[src/hw/wdc_pkg.sv]
package wdc_pkg;

  // ----------------------------------------------------------------
  // i/o port decode addresses
  // ----------------------------------------------------------------
  localparam logic [15:0] WDC_CHAN2_LOW_PAGE_ADDR   = 16'h0081;
  localparam logic [15:0] WDC_CHAN3_LOW_PAGE_ADDR   = 16'h0082;
  localparam logic [15:0] WDC_CHAN1_LOW_PAGE_ADDR   = 16'h0083;
  localparam logic [15:0] WDC_CHANNEL_MODE_ADDR     = 16'h00D6;
  localparam logic [15:0] WDC_BYTE_PTR_CLEAR_ADDR   = 16'h00D8;
  localparam logic [15:0] WDC_MASTER_CLEAR_ADDR     = 16'h00DA;
  localparam logic [15:0] WDC_UNMASK_ALL_ADDR       = 16'h00DC;
  localparam logic [15:0] WDC_REQUEST_MASK_ADDR     = 16'h00DE;
  // own choice: mode read counter clear and status read ports
  localparam logic [15:0] WDC_MODE_CNT_CLEAR_ADDR   = 16'h00DD;
  localparam logic [15:0] WDC_STATUS_ADDR           = 16'h00D0;
  // own choice: base address / count register ports (ch 4..7, 2 each)
  localparam logic [15:0] WDC_ADDR_CNT_BASE         = 16'h00C0;

  // ----------------------------------------------------------------
  // field positions
  // ----------------------------------------------------------------
  localparam int WDC_MODE_XFER_MSB = 7;
  localparam int WDC_MODE_XFER_LSB = 6;
  localparam int WDC_MODE_DEC_BIT  = 5;
  localparam int WDC_MODE_AUTO_BIT = 4;
  localparam int WDC_MODE_TYPE_MSB = 3;
  localparam int WDC_MODE_TYPE_LSB = 2;

  // ----------------------------------------------------------------
  // reset values and selector read-back value
  // ----------------------------------------------------------------
  localparam logic [5:0] WDC_MODE_RST = 6'h00;
  localparam logic [3:0] WDC_MASK_RST = 4'h0;
  localparam logic [7:0] WDC_PAGE_RST = 8'h00;
  localparam logic [1:0] WDC_CHAN_SEL_READ = 2'h3;

  // ----------------------------------------------------------------
  // encodings
  // ----------------------------------------------------------------
  typedef enum logic [1:0] {
    WDC_XFER_DEMAND  = 2'b00,
    WDC_XFER_SINGLE  = 2'b01,
    WDC_XFER_BLOCK   = 2'b10,
    WDC_XFER_CASCADE = 2'b11
  } wdc_xfer_t;

  typedef enum logic [1:0] {
    WDC_TYPE_VERIFY = 2'b00,
    WDC_TYPE_WRITE  = 2'b01,
    WDC_TYPE_READ   = 2'b10,
    WDC_TYPE_BAD    = 2'b11
  } wdc_type_t;

endpackage

[src/hw/wdc_fifo.sv]
`timescale 1ns/100ps
// ------------------------------------------------------------------
// small synchronous fifo, valid/ready on both sides
// ------------------------------------------------------------------
module wdc_fifo #(
  parameter int WIDTH = 16,
  parameter int DEPTH = 16
) (
  // clock and reset
  input  wire logic             i_mclk,
  input  wire logic             i_rst,
  // fill side
  input  wire logic             i_in_valid,
  output logic                  o_in_ready,
  input  wire logic [WIDTH-1:0] i_in_data,
  // drain side
  output logic                  o_out_valid,
  input  wire logic             i_out_ready,
  output logic [WIDTH-1:0]      o_out_data
);
  localparam int AW = $clog2(DEPTH);

  // pointer wrap logic only serves power-of-two depths
  if (DEPTH < 2 || (1 << AW) != DEPTH || WIDTH < 1) begin : g_bad_size
    $error("fifo depth must be power of two");
  end

  logic [WIDTH-1:0] mem_r [DEPTH];  // storage
  logic [AW:0]      wp_r;           // write pointer, extra wrap bit
  logic [AW:0]      rp_r;           // read pointer
  logic             push;
  logic             pop;

  // full when pointers differ only in wrap bit
  assign o_in_ready  = !((wp_r[AW] != rp_r[AW]) && (wp_r[AW-1:0] == rp_r[AW-1:0]));
  assign o_out_valid = (wp_r != rp_r);
  assign push        = i_in_valid && o_in_ready;
  assign pop         = o_out_valid && i_out_ready;
  assign o_out_data  = mem_r[rp_r[AW-1:0]];

  // pointer update
  always_ff @(posedge i_mclk or posedge i_rst) begin
    if (i_rst) begin
      wp_r <= '0;
      rp_r <= '0;
    end else begin
      if (push) begin
        wp_r <= wp_r + 1'b1;
      end
      if (pop) begin
        rp_r <= rp_r + 1'b1;
      end
    end
  end

  // storage has no reset
  always_ff @(posedge i_mclk) begin
    if (push) begin
      mem_r[wp_r[AW-1:0]] <= i_in_data;
    end
  end
endmodule

[src/hw/wdc_regs.sv]
`timescale 1ns/100ps
// ------------------------------------------------------------------
// Overview of operation
// mode bits 7:6 select transfer mode
// mode bit 5 picks increment or decrement
// autoinit reloads address and count at tc
// autoinit channel not masked at tc
// mode bits 3:2 give transfer type
// write data 1:0 picks channel mode
// successive mode reads walk all channels
// counter clear restarts read walk
// selector bits read back as 11
// write 0D8H clears byte pointer
// write 0DAH performs master clear
// write 0DCH unmasks all channels
// 0DEH reads/writes four mask bits
// mask register clears on processor reset
// low page registers 081H 082H 083H
// low page registers reset to zero
// tc status clears reset, master, read
// byte pointer toggles per byte access
// ------------------------------------------------------------------
module wdc_regs
  import wdc_pkg::*;
#(
  parameter int FIFO_DEPTH = 16
) (
  // clock and reset (i_rst is the processor reset)
  input  wire logic        i_mclk,
  input  wire logic        i_rst,
  // host i/o cycle, one-cycle strobes
  input  wire logic [15:0] i_io_addr,
  input  wire logic        i_io_wr,
  input  wire logic        i_io_rd,
  input  wire logic [7:0]  i_io_wdata,
  output logic [7:0]       o_io_rdata,
  output logic             o_io_rvalid,
  // per-channel tc pulses from transfer engine, ch 4..7
  input  wire logic [3:0]  i_tc,
  // channel programming state
  output logic [23:0]      o_mode,
  output logic [3:0]       o_mask,
  output logic [23:0]      o_page,
  output logic [63:0]      o_cur_addr,
  output logic [63:0]      o_cur_cnt,
  output logic             o_byte_ptr,
  // mode-write stream: {chan, bits 7:2}
  output logic             o_mw_valid,
  input  wire logic        i_mw_ready,
  output logic [7:0]       o_mw_data
);

  // ----------------------------------------------------------------
  // elaboration checks
  // ----------------------------------------------------------------
  // stream sizing is fixed at sixteen words
  if (FIFO_DEPTH != 16) begin : g_bad_depth
    $error("fifo depth must be 16");
  end

  // ----------------------------------------------------------------
  // state
  // ----------------------------------------------------------------
  typedef struct packed {
    logic [3:0][5:0]  mode;     // per-channel mode bits 7:2
    logic [3:0]       mask;     // request mask ch 4..7
    logic [2:0][7:0]  page;     // ch1, ch2, ch3 low page
    logic [3:0][15:0] base_a;   // base address
    logic [3:0][15:0] base_c;   // base count
    logic [3:0][15:0] cur_a;    // current address
    logic [3:0][15:0] cur_c;    // current count
    logic [3:0]       tc_stat;  // sticky tc status
    logic [1:0]       rd_cnt;   // mode read walk counter
    logic             bptr;     // byte pointer flip-flop
    logic [7:0]       rdata;    // read data
    logic             rvalid;   // read answer strobe
  } wdc_state_t;

  wdc_state_t st_r;
  wdc_state_t st_nxt;

  logic       fifo_ready;  // fill-side ready of mode stream fifo
  logic       wr_hit;
  logic [7:0] mw_word;

  // compare the i/o address with one port address, strobe checked by the caller
  function automatic logic hit(input logic [15:0] a, input logic [15:0] p);
    return a == p;
  endfunction

  assign mw_word = {i_io_wdata[1:0], i_io_wdata[7:2]};
  // a mode write is dropped when the stream fifo has no room
  assign wr_hit  = i_io_wr && !(hit(i_io_addr, WDC_CHANNEL_MODE_ADDR) && !fifo_ready);

  // ----------------------------------------------------------------
  // next-state logic
  // ----------------------------------------------------------------
  always_comb begin
    logic [1:0] ch;
    logic [2:0] ac;
    logic [3:0] tc_msk;
    // channel index in a[3:2], count select in a[1]
    ch = i_io_addr[3:2];
    ac = 3'(i_io_addr[3:0] >> 1);
    // masks raised by tc in this very cycle
    tc_msk = 4'h0;
    st_nxt = st_r;
    st_nxt.rvalid = 1'b0;
    st_nxt.rdata  = 8'h00;

    // transfer engine tc events
    for (int c = 0; c < 4; c++) begin
      if (i_tc[c]) begin
        st_nxt.tc_stat[c] = 1'b1;
        // reload at tc
        if (st_r.mode[c][WDC_MODE_AUTO_BIT-2]) begin
          st_nxt.cur_a[c] = st_r.base_a[c];
          st_nxt.cur_c[c] = st_r.base_c[c];
        end else begin
          // mask only without autoinit
          st_nxt.mask[c] = 1'b1;
          tc_msk[c]      = 1'b1;
        end
      end
    end

    // host writes
    if (wr_hit) begin
      if (hit(i_io_addr, WDC_CHANNEL_MODE_ADDR)) begin
        // fields stored as written
        // the transfer engine takes them from the mode-write stream
        // data bits 1:0 pick channel
        st_nxt.mode[i_io_wdata[1:0]] = i_io_wdata[7:2];
      end
      if (hit(i_io_addr, WDC_BYTE_PTR_CLEAR_ADDR)) begin
        // clear pointer, data ignored
        st_nxt.bptr = 1'b0;
      end
      if (hit(i_io_addr, WDC_MASTER_CLEAR_ADDR)) begin
        // master clear, data ignored
        st_nxt.bptr    = 1'b0;
        st_nxt.mask    = 4'hF;
        st_nxt.rd_cnt  = 2'h0;
        // master clear drops tc status
        // a tc landing in the same cycle still sets: set wins
        st_nxt.tc_stat = i_tc;
      end
      if (hit(i_io_addr, WDC_UNMASK_ALL_ADDR)) begin
        // unmask every channel
        // a mask raised by tc in this cycle survives
        st_nxt.mask = tc_msk;
      end
      if (hit(i_io_addr, WDC_REQUEST_MASK_ADDR)) begin
        // all four mask bits
        st_nxt.mask = i_io_wdata[3:0];
      end
      if (hit(i_io_addr, WDC_MODE_CNT_CLEAR_ADDR)) begin
        // restart read walk
        st_nxt.rd_cnt = 2'h0;
      end
      // low page registers
      if (hit(i_io_addr, WDC_CHAN1_LOW_PAGE_ADDR)) begin
        st_nxt.page[0] = i_io_wdata;
      end
      if (hit(i_io_addr, WDC_CHAN2_LOW_PAGE_ADDR)) begin
        st_nxt.page[1] = i_io_wdata;
      end
      if (hit(i_io_addr, WDC_CHAN3_LOW_PAGE_ADDR)) begin
        st_nxt.page[2] = i_io_wdata;
      end
      if (i_io_addr[15:4] == WDC_ADDR_CNT_BASE[15:4]) begin
        // byte lane by pointer, then toggle
        if (ac[0] == 1'b0) begin
          st_nxt.base_a[ch][st_r.bptr*8 +: 8] = i_io_wdata;
          st_nxt.cur_a[ch][st_r.bptr*8 +: 8]  = i_io_wdata;
        end else begin
          st_nxt.base_c[ch][st_r.bptr*8 +: 8] = i_io_wdata;
          st_nxt.cur_c[ch][st_r.bptr*8 +: 8]  = i_io_wdata;
        end
        st_nxt.bptr = !st_r.bptr;
      end
    end

    // host reads, answer one cycle later
    if (i_io_rd) begin
      st_nxt.rvalid = 1'b1;
      if (hit(i_io_addr, WDC_CHANNEL_MODE_ADDR)) begin
        // selector reads as 11
        st_nxt.rdata  = {st_r.mode[st_r.rd_cnt], WDC_CHAN_SEL_READ};
        // walk to next channel
        st_nxt.rd_cnt = st_r.rd_cnt + 2'h1;
      end else if (hit(i_io_addr, WDC_REQUEST_MASK_ADDR)) begin
        // reserved upper bits read zero
        st_nxt.rdata = {4'h0, st_r.mask};
      end else if (hit(i_io_addr, WDC_STATUS_ADDR)) begin
        st_nxt.rdata   = {4'h0, st_r.tc_stat};
        // read clears, a same-cycle tc survives
        st_nxt.tc_stat = i_tc;
      end else if (hit(i_io_addr, WDC_CHAN1_LOW_PAGE_ADDR)) begin
        st_nxt.rdata = st_r.page[0];
      end else if (hit(i_io_addr, WDC_CHAN2_LOW_PAGE_ADDR)) begin
        st_nxt.rdata = st_r.page[1];
      end else if (hit(i_io_addr, WDC_CHAN3_LOW_PAGE_ADDR)) begin
        st_nxt.rdata = st_r.page[2];
      end else if (i_io_addr[15:4] == WDC_ADDR_CNT_BASE[15:4]) begin
        st_nxt.rdata = ac[0] ? st_r.cur_c[ch][st_r.bptr*8 +: 8]
                             : st_r.cur_a[ch][st_r.bptr*8 +: 8];
        // read access also toggles
        st_nxt.bptr  = !st_r.bptr;
      end
    end
  end

  // ----------------------------------------------------------------
  // state register
  // ----------------------------------------------------------------
  always_ff @(posedge i_mclk or posedge i_rst) begin
    if (i_rst) begin
      st_r      <= '0;
      st_r.mode <= {4{WDC_MODE_RST}};
      // mask clears on reset
      st_r.mask <= WDC_MASK_RST;
      // pages clear on reset
      st_r.page <= {3{WDC_PAGE_RST}};
    end else begin
      st_r <= st_nxt;
    end
  end

  // ----------------------------------------------------------------
  // mode-write stream buffer
  // ----------------------------------------------------------------
  wdc_fifo #(
    .WIDTH (8),
    .DEPTH (FIFO_DEPTH)
  ) u_fifo (
    .i_mclk      (i_mclk),
    .i_rst       (i_rst),
    .i_in_valid  (i_io_wr && hit(i_io_addr, WDC_CHANNEL_MODE_ADDR)),
    .o_in_ready  (fifo_ready),
    .i_in_data   (mw_word),
    .o_out_valid (o_mw_valid),
    .i_out_ready (i_mw_ready),
    .o_out_data  (o_mw_data)
  );

  // ----------------------------------------------------------------
  // outputs
  // ----------------------------------------------------------------
  assign o_mode      = st_r.mode;
  assign o_mask      = st_r.mask;
  assign o_page      = st_r.page;
  assign o_cur_addr  = st_r.cur_a;
  assign o_cur_cnt   = st_r.cur_c;
  assign o_byte_ptr  = st_r.bptr;
  assign o_io_rdata  = st_r.rdata;
  assign o_io_rvalid = st_r.rvalid;
endmodule

[config.mk]
export PLATFORM = sky130hd
export DESIGN_NAME = wdc_regs
export DESIGN_NICKNAME = d
export VERILOG_FILES = /design/src/hw/wdc_pkg.sv /design/src/hw/wdc_fifo.sv /design/src/hw/wdc_regs.sv
export SDC_FILE = /design/constraint.sdc
export NUM_CORES = 1
export LEC_CHECK = 0
export ABC_AREA = 0
export BUFFER_PORTS_ARGS = -buffer_cell sky130_fd_sc_hd__buf_2
export CORE_ASPECT_RATIO = 0.8
export CORE_MARGIN = 5
export CORE_UTILIZATION = 59
export DETAILED_ROUTE_END_ITERATION = 8
export GPL_TIMING_DRIVEN = 1
export MAX_ROUTING_LAYER = met4
export PLACE_DENSITY = 0.77
export SKIP_CTS_REPAIR_TIMING = 1
export SLEW_MARGIN = 25
export SYNTH_ARGS = -nofsm -noshare
export SYNTH_HDL_FRONTEND = slang
export SYNTH_HIERARCHICAL = 1
export SYNTH_SLANG_ARGS = --single-unit
[constraint.sdc]
create_clock -name i_mclk -period 13.5 [get_ports i_mclk]
set_input_delay 2.7 -clock i_mclk [delete_from_list [all_inputs] [get_ports i_mclk]]
set_output_delay 2.7 -clock i_mclk [all_outputs]
set_load 0.05 [all_outputs]
# [Yosys cells after proc, flatten, opt, wreduce, memory -nomap -nowiden]
# Memory sizes are Yosys's and may differ from the RTL's.
# Index checks and enable logic that the tools add are counted.
[totals] regBits=334 ramBits=128 input_bits=33 out_inout_bits=199 word_cells=165 memories=1
[classes] add_sub_neg=4 magnitude_cmp=5 eq_ne=14 n_shift=4 n_mux=88 n_bitwise=1 n_reduce_logical=17
[mem_list] name="u_fifo.mem_r" depth=16 width=8 read_ports=1 rd_clocked_by_memory_dff=0 write_ports=1 line="wdc_fifo.sv:28" text="logic [WIDTH-1:0] mem_r [DEPTH];"
[ops] op="16-bit 2-to-1 mux" count=20
[ops] op="291-bit 2-to-1 mux" count=1
[ops] op="64-bit bitwise mux" count=4
[ops] op="256-bit 2-to-1 mux" count=1
[ops] op="64-bit 2-to-1 mux" count=4
[ops] op="16-bit by 8-bit equality test with 1-bit output (second input constant)" count=10
[ops] op="8-bit 2-to-1 mux" count=10
[ops] op="16-bit binary-select mux with 2-bit select" count=2
[ops] op="4-bit negation with 34-bit output" count=1
[ops] op="8-bit by 34-bit variable shift with 16-bit output (first input constant)" count=1
[ops] op="8-bit by 34-bit indexed part select with 16-bit output" count=1
[ops] op="16-bit demux with 2-bit select" count=1
[ops] op="16-bit by 5-bit indexed part select with 8-bit output" count=2
[ops] op="1-bit 2-to-1 mux" count=30
[ops] op="24-bit bitwise mux" count=1
[ops] op="4-bit 2-to-1 mux" count=6
[ops] op="6-bit binary-select mux with 2-bit select" count=1
[ops] op="6-bit demux with 2-bit select" count=1
[ops] op="12-bit by 4-bit equality test with 1-bit output (second input constant)" count=1
[ops] op="6-bit 2-to-1 mux" count=2
[ops] op="5-bit by 1-bit adder with 5-bit output (second input constant)" count=2
[ops] op="2-bit by 3-bit less-than comparator with 1-bit output (second input constant)" count=3
[ops] op="9-bit 2-to-1 mux" count=1
[ops] op="1-bit logical AND" count=8
[ops] op="other kinds (11)" count=19

# [Depth between registers and ports, before layout]
[depth] ltp_word=16 mapped_depth=11 depth_no_buf=9

# [Hierarchy]
# The synthesis kept the hierarchy.
[modules_own_cells] module="wdc_regs" instances=1 cells_each=1531 area_each_um2=16319.4 seq_area_each_um2=8107.8
[modules_own_cells] module="wdc_fifo" instances=1 cells_each=285 area_each_um2=5604.1 seq_area_each_um2=4093.9

# [Worst setup path before layout]
# Ideal clock, no wire load.
[synth_timing] path_type="input -> register" from="input port i_io_addr[15]" to="memory u_fifo.mem_r[12][0], enable pin" setup_ps=383 arrival_ps=4883 t_required_ps=13117 slack_ps=8234 stages=7 path_buffers=1 path_cell_list="or4b_4 nor4b_2 buf_4 and2_2 and3_1 nand2_1 nor3_1"
[synth_between] elab_chain_len=5
[synth_rtl] item="from (decl)" line="wdc_regs.sv:32" text="input wire logic [15:0] i_io_addr,"
[synth_rtl] item="16-bit by 8-bit equality test with 1-bit output" line="wdc_regs.sv:88" text="return a == p;"
[synth_rtl] item="1-bit logical AND" line="wdc_regs.sv:239" text=".i_in_valid (i_io_wr && hit(i_io_addr, WDC_CHANNEL_MODE_ADDR)),"
[synth_rtl] item="1-bit logical AND" line="wdc_fifo.sv:37" text="assign push = i_in_valid && o_in_ready;"
[synth_rtl] item="1-bit 2-to-1 mux" line="wdc_fifo.sv:58" text="if (push) begin"
[synth_rtl] item="1-bit 2-to-1 mux (not written as such)" line="wdc_fifo.sv:59" text="mem_r[wp_r[AW-1:0]] <= i_in_data;"
[synth_rtl] item="to (decl)" line="wdc_fifo.sv:28"
# Every way passes these cells.

# [Worst setup path in the final report]
[layout_timing] from="input port i_io_addr[11]" to="memory u_fifo.mem_r[11][5], enable pin"
# The elaborated chain is that of the path after synthesis.

==> metrics.txt <==
Syn Nets=1854; main combinational cell family by area after synthesis=multiplexers; Mapped Cells=1816; Crit path max-delay family=simple AND/OR/NAND/NOR gates; CP endpoint=u_fifo/mem_r[11][5]; post-synth cell types=76; max-slew violation count=0; non-filler cells, final=2349; FF-to-FF setup slack=9.79 ns; via count=14618; Synth top area share=38.1%; RSZ-0062 raised after global routing=no; Relative slew margins=27.1%; CP Data Arrival Time=5.88 ns; final hold vios=0; post-synthesis mux area share=18.3%; CP startpoint kind=input port; Worst Tran Pin Value=1.09 ns; Critical Path Stages=7; Max Clock Freq=0.175 GHz; # clock sinks=462; drt via density=6.22; CP required=13.67 ns; Post-Place Cells=2263; TritonCTS Buffers=45; Setup violations, final=0; Yosys warnings=6; Final ANT Viol Nets=0; EDFF count, synth=128; Core Region=0.0369 mm2; Setup TNS Final=0 ns; Initial DRC Count=1572; # fillers=2706; cell row count=63; clk_lat worst skew=0.56 ns; die extent in y=182 um; Crit-path slowest cell=nor4b_2; largest net degree at the start of global routing=102; first-pass GRT wire length=89500 um; # Max-Cap Violations=0; final worst slack=7.79 ns; Post-Place Worst Slack=7.03 ns; Placement Cell Area=0.0219 mm2; Reg2Reg Depth=8; Worst Hold Launch=st_r[168]; share of layout cells above drive strength 1=26.6%; Primary FF master, synth=dfrtp_1; worst r2r src=u_fifo/rp_r[2]; Synth Area in Compound Gates=6.20%; peak supply drop=0.0922 mV; H-tree Lvls=2; I/O Buffers=231; GR Overflow Total=0; R2R Path End=o_page[5]; # DRC=0; Worst Setup Path Type=in -> reg; hold crit path type=reg -> reg; post-synthesis sequential area ratio=55.7%; GP Congestion=0.934; Synth Area in Adders=0.285%; Leakage=11.9 nW; Syn Std Cell Area=0.0219 mm2; clk_skew=0.0205 ns; initial core utilization=59.4%; DP Wirelength=39300 um; CP cell instances=buf_2 > nor4_1 > nor4b_2 > and2_2 > and3_1 > nand2_1 > nor2_1; Final period util=42.3%; type of element capturing the critical path=flop; Seq cells post-synth=462; XOR/XNOR Fraction of Synth Area=0.519%; vias in the first global route=14404; leading area contributor after synthesis=dfrtp_1; Design Area, Final=0.0234 mm2; Routed WL per cell=25.0 um; Critical Path Source=i_io_addr[11]; Post-layout nets=1861; Tot GR Track Use=29.4%; top cells by count, synth=334 x dfrtp_1, 320 x nand2_1, 196 x buf_4, 139 x mux2i_1, 128 x edfxtp_1; Period minus WS final=5.71 ns; TritonRoute pass-1 iters=5; syn avg cell area=12.1 um2; FFs w/ async S/R, synth=72.3%; synth top area cells=dfrtp_1 38%, edfxtp_1 18%, buf_4 6.7%, mux2i_1 6.3%, nand2_1 5.5%; status=finished clean; simple-gate share of the synthesized area=9.98%; most numerous cell in the Yosys netlist=dfrtp_1; initial antenna violation count=2; Die Width=226 um; I/O Pins=232; Clock Path Buffers=3; Clk pin slew, worst setup/hold paths=0.06 ns; area grow syn2layout=6.85%; WL final=58800 um; crit-path max FO=11; fin util=63.5%; Power Density=135 mW/mm2; DIE AREA=0.0411 mm2; CTS tree=built; WP buf/inv=1; Crit path largest cell delay=0.84 ns; Root Buffer=clkbuf_16
==> cell families (layout without fill, tap and decap cells) <==
| kind of cell | count (synthesis) | count (layout) |
|---|---|---|
| simple gates | 499 | 499 |
| buf+inv | 301 | 345 |
| compound gates | 236 | 236 |
| flops | 462 | 462 |
| xor+xnor | 13 | 13 |
| fa+ha+maj | 5 | 5 |
| mux | 300 | 300 |
| other cells | 0 | 2 |
==> sequential cells by signal, summed over array words and instances, names as in the netlist <==
register      flops
o_io_rvalid       1
st_r            134
u_fifo/rp_r       5
o_byte_ptr        1
o_cur_cnt        64
o_mask            4
o_cur_addr       64
o_io_rdata        8
o_mode           24
u_fifo/mem_r    128
u_fifo/wp_r       5
o_page           24
==> worst reg2reg max path: cells and delay by family (launching register included) <==
kind                      cells  cell delay, ns
xor gates and xnor gates      1            0.21
AOI/OAI and AO/OA             1            0.43
muxes                         1            0.38
and+or+nand+nor               3            1.24
DFF                           1            0.75
buffers and inverters         2            0.60
==> per-layer routing <==
layer | wire length, um | global-route usage (%) | vias up | share of wire (%)
met3 | 5570 | 5.85 | 153 | 9.5
met1 | 24300 | 42.1 | 7445 | 41
li1 | - | - | 6242 | -
met4 | 2160 | 9.68 | 0 | 3.7
met5 | 0 | - | - | 0
met2 | 26700 | 42.9 | 778 | 45
==> worst min path at each step <==
stage / end / depth (start not counted)
6_report: st_r[168] / 2
5_1_grt: st_r[270] / 2
4_1_cts: st_r[173] / 2
3_5_place_dp: st_r[173] / 2
3_3_place_gp: st_r[235] / 2
2_1_floorplan: st_r[174] / 2
==> final cells by class <==
type                    instances  area [um2]  share of cell area (%)
clock inverters                14        95.1                   0.406
well taps                     487         609                    2.60
flip-flops and latches        462       12200                    52.1
clock buffers                  70        1360                    5.82
multi-input cells            1053        7780                    33.2
diodes                          2        5.00                  0.0214
inverters                      14        60.1                   0.256
repair buffers                247        1310                    5.60
==> through the flow <==
stage	total power [mW]	hold WS, ns
6_report	3.17	0.475
5_1_grt	3.27	0.493
4_1_cts	3.18	0.478
3_5_place_dp	1.95	0.463
3_3_place_gp	1.94	0.457
2_1_floorplan	1.84	0.445
==> power by group <==
| part | leakage, nW | internal, mW | switching, mW |
|---|---|---|---|
| sequential | 5.76 | 1.45 | 0.0484 |
| clock | 0.717 | 0.713 | 0.526 |
| combinational | 5.39 | 0.149 | 0.284 |
==> cells in the final DEF (no fill, tap or decap), drive strengths merged, types with 8 or more instances in the layout <==
master  netlist  routed
nor3         19      19
mux4         64      64
nor2         95      95
dfrtp       334     334
nor2b        13      13
a21oi        59      59
mux2i       139     139
mux2         97      97
o22ai         8       8
edfxtp      128     128
a22oi        21      21
buf         241     247
nand3        17      17
clkinv        1      12
inv          13      14
nand2       323     323
clkbuf       46      70
o21ai       114     114
xnor2        12      12
Power figures use the tool's default switching activity.
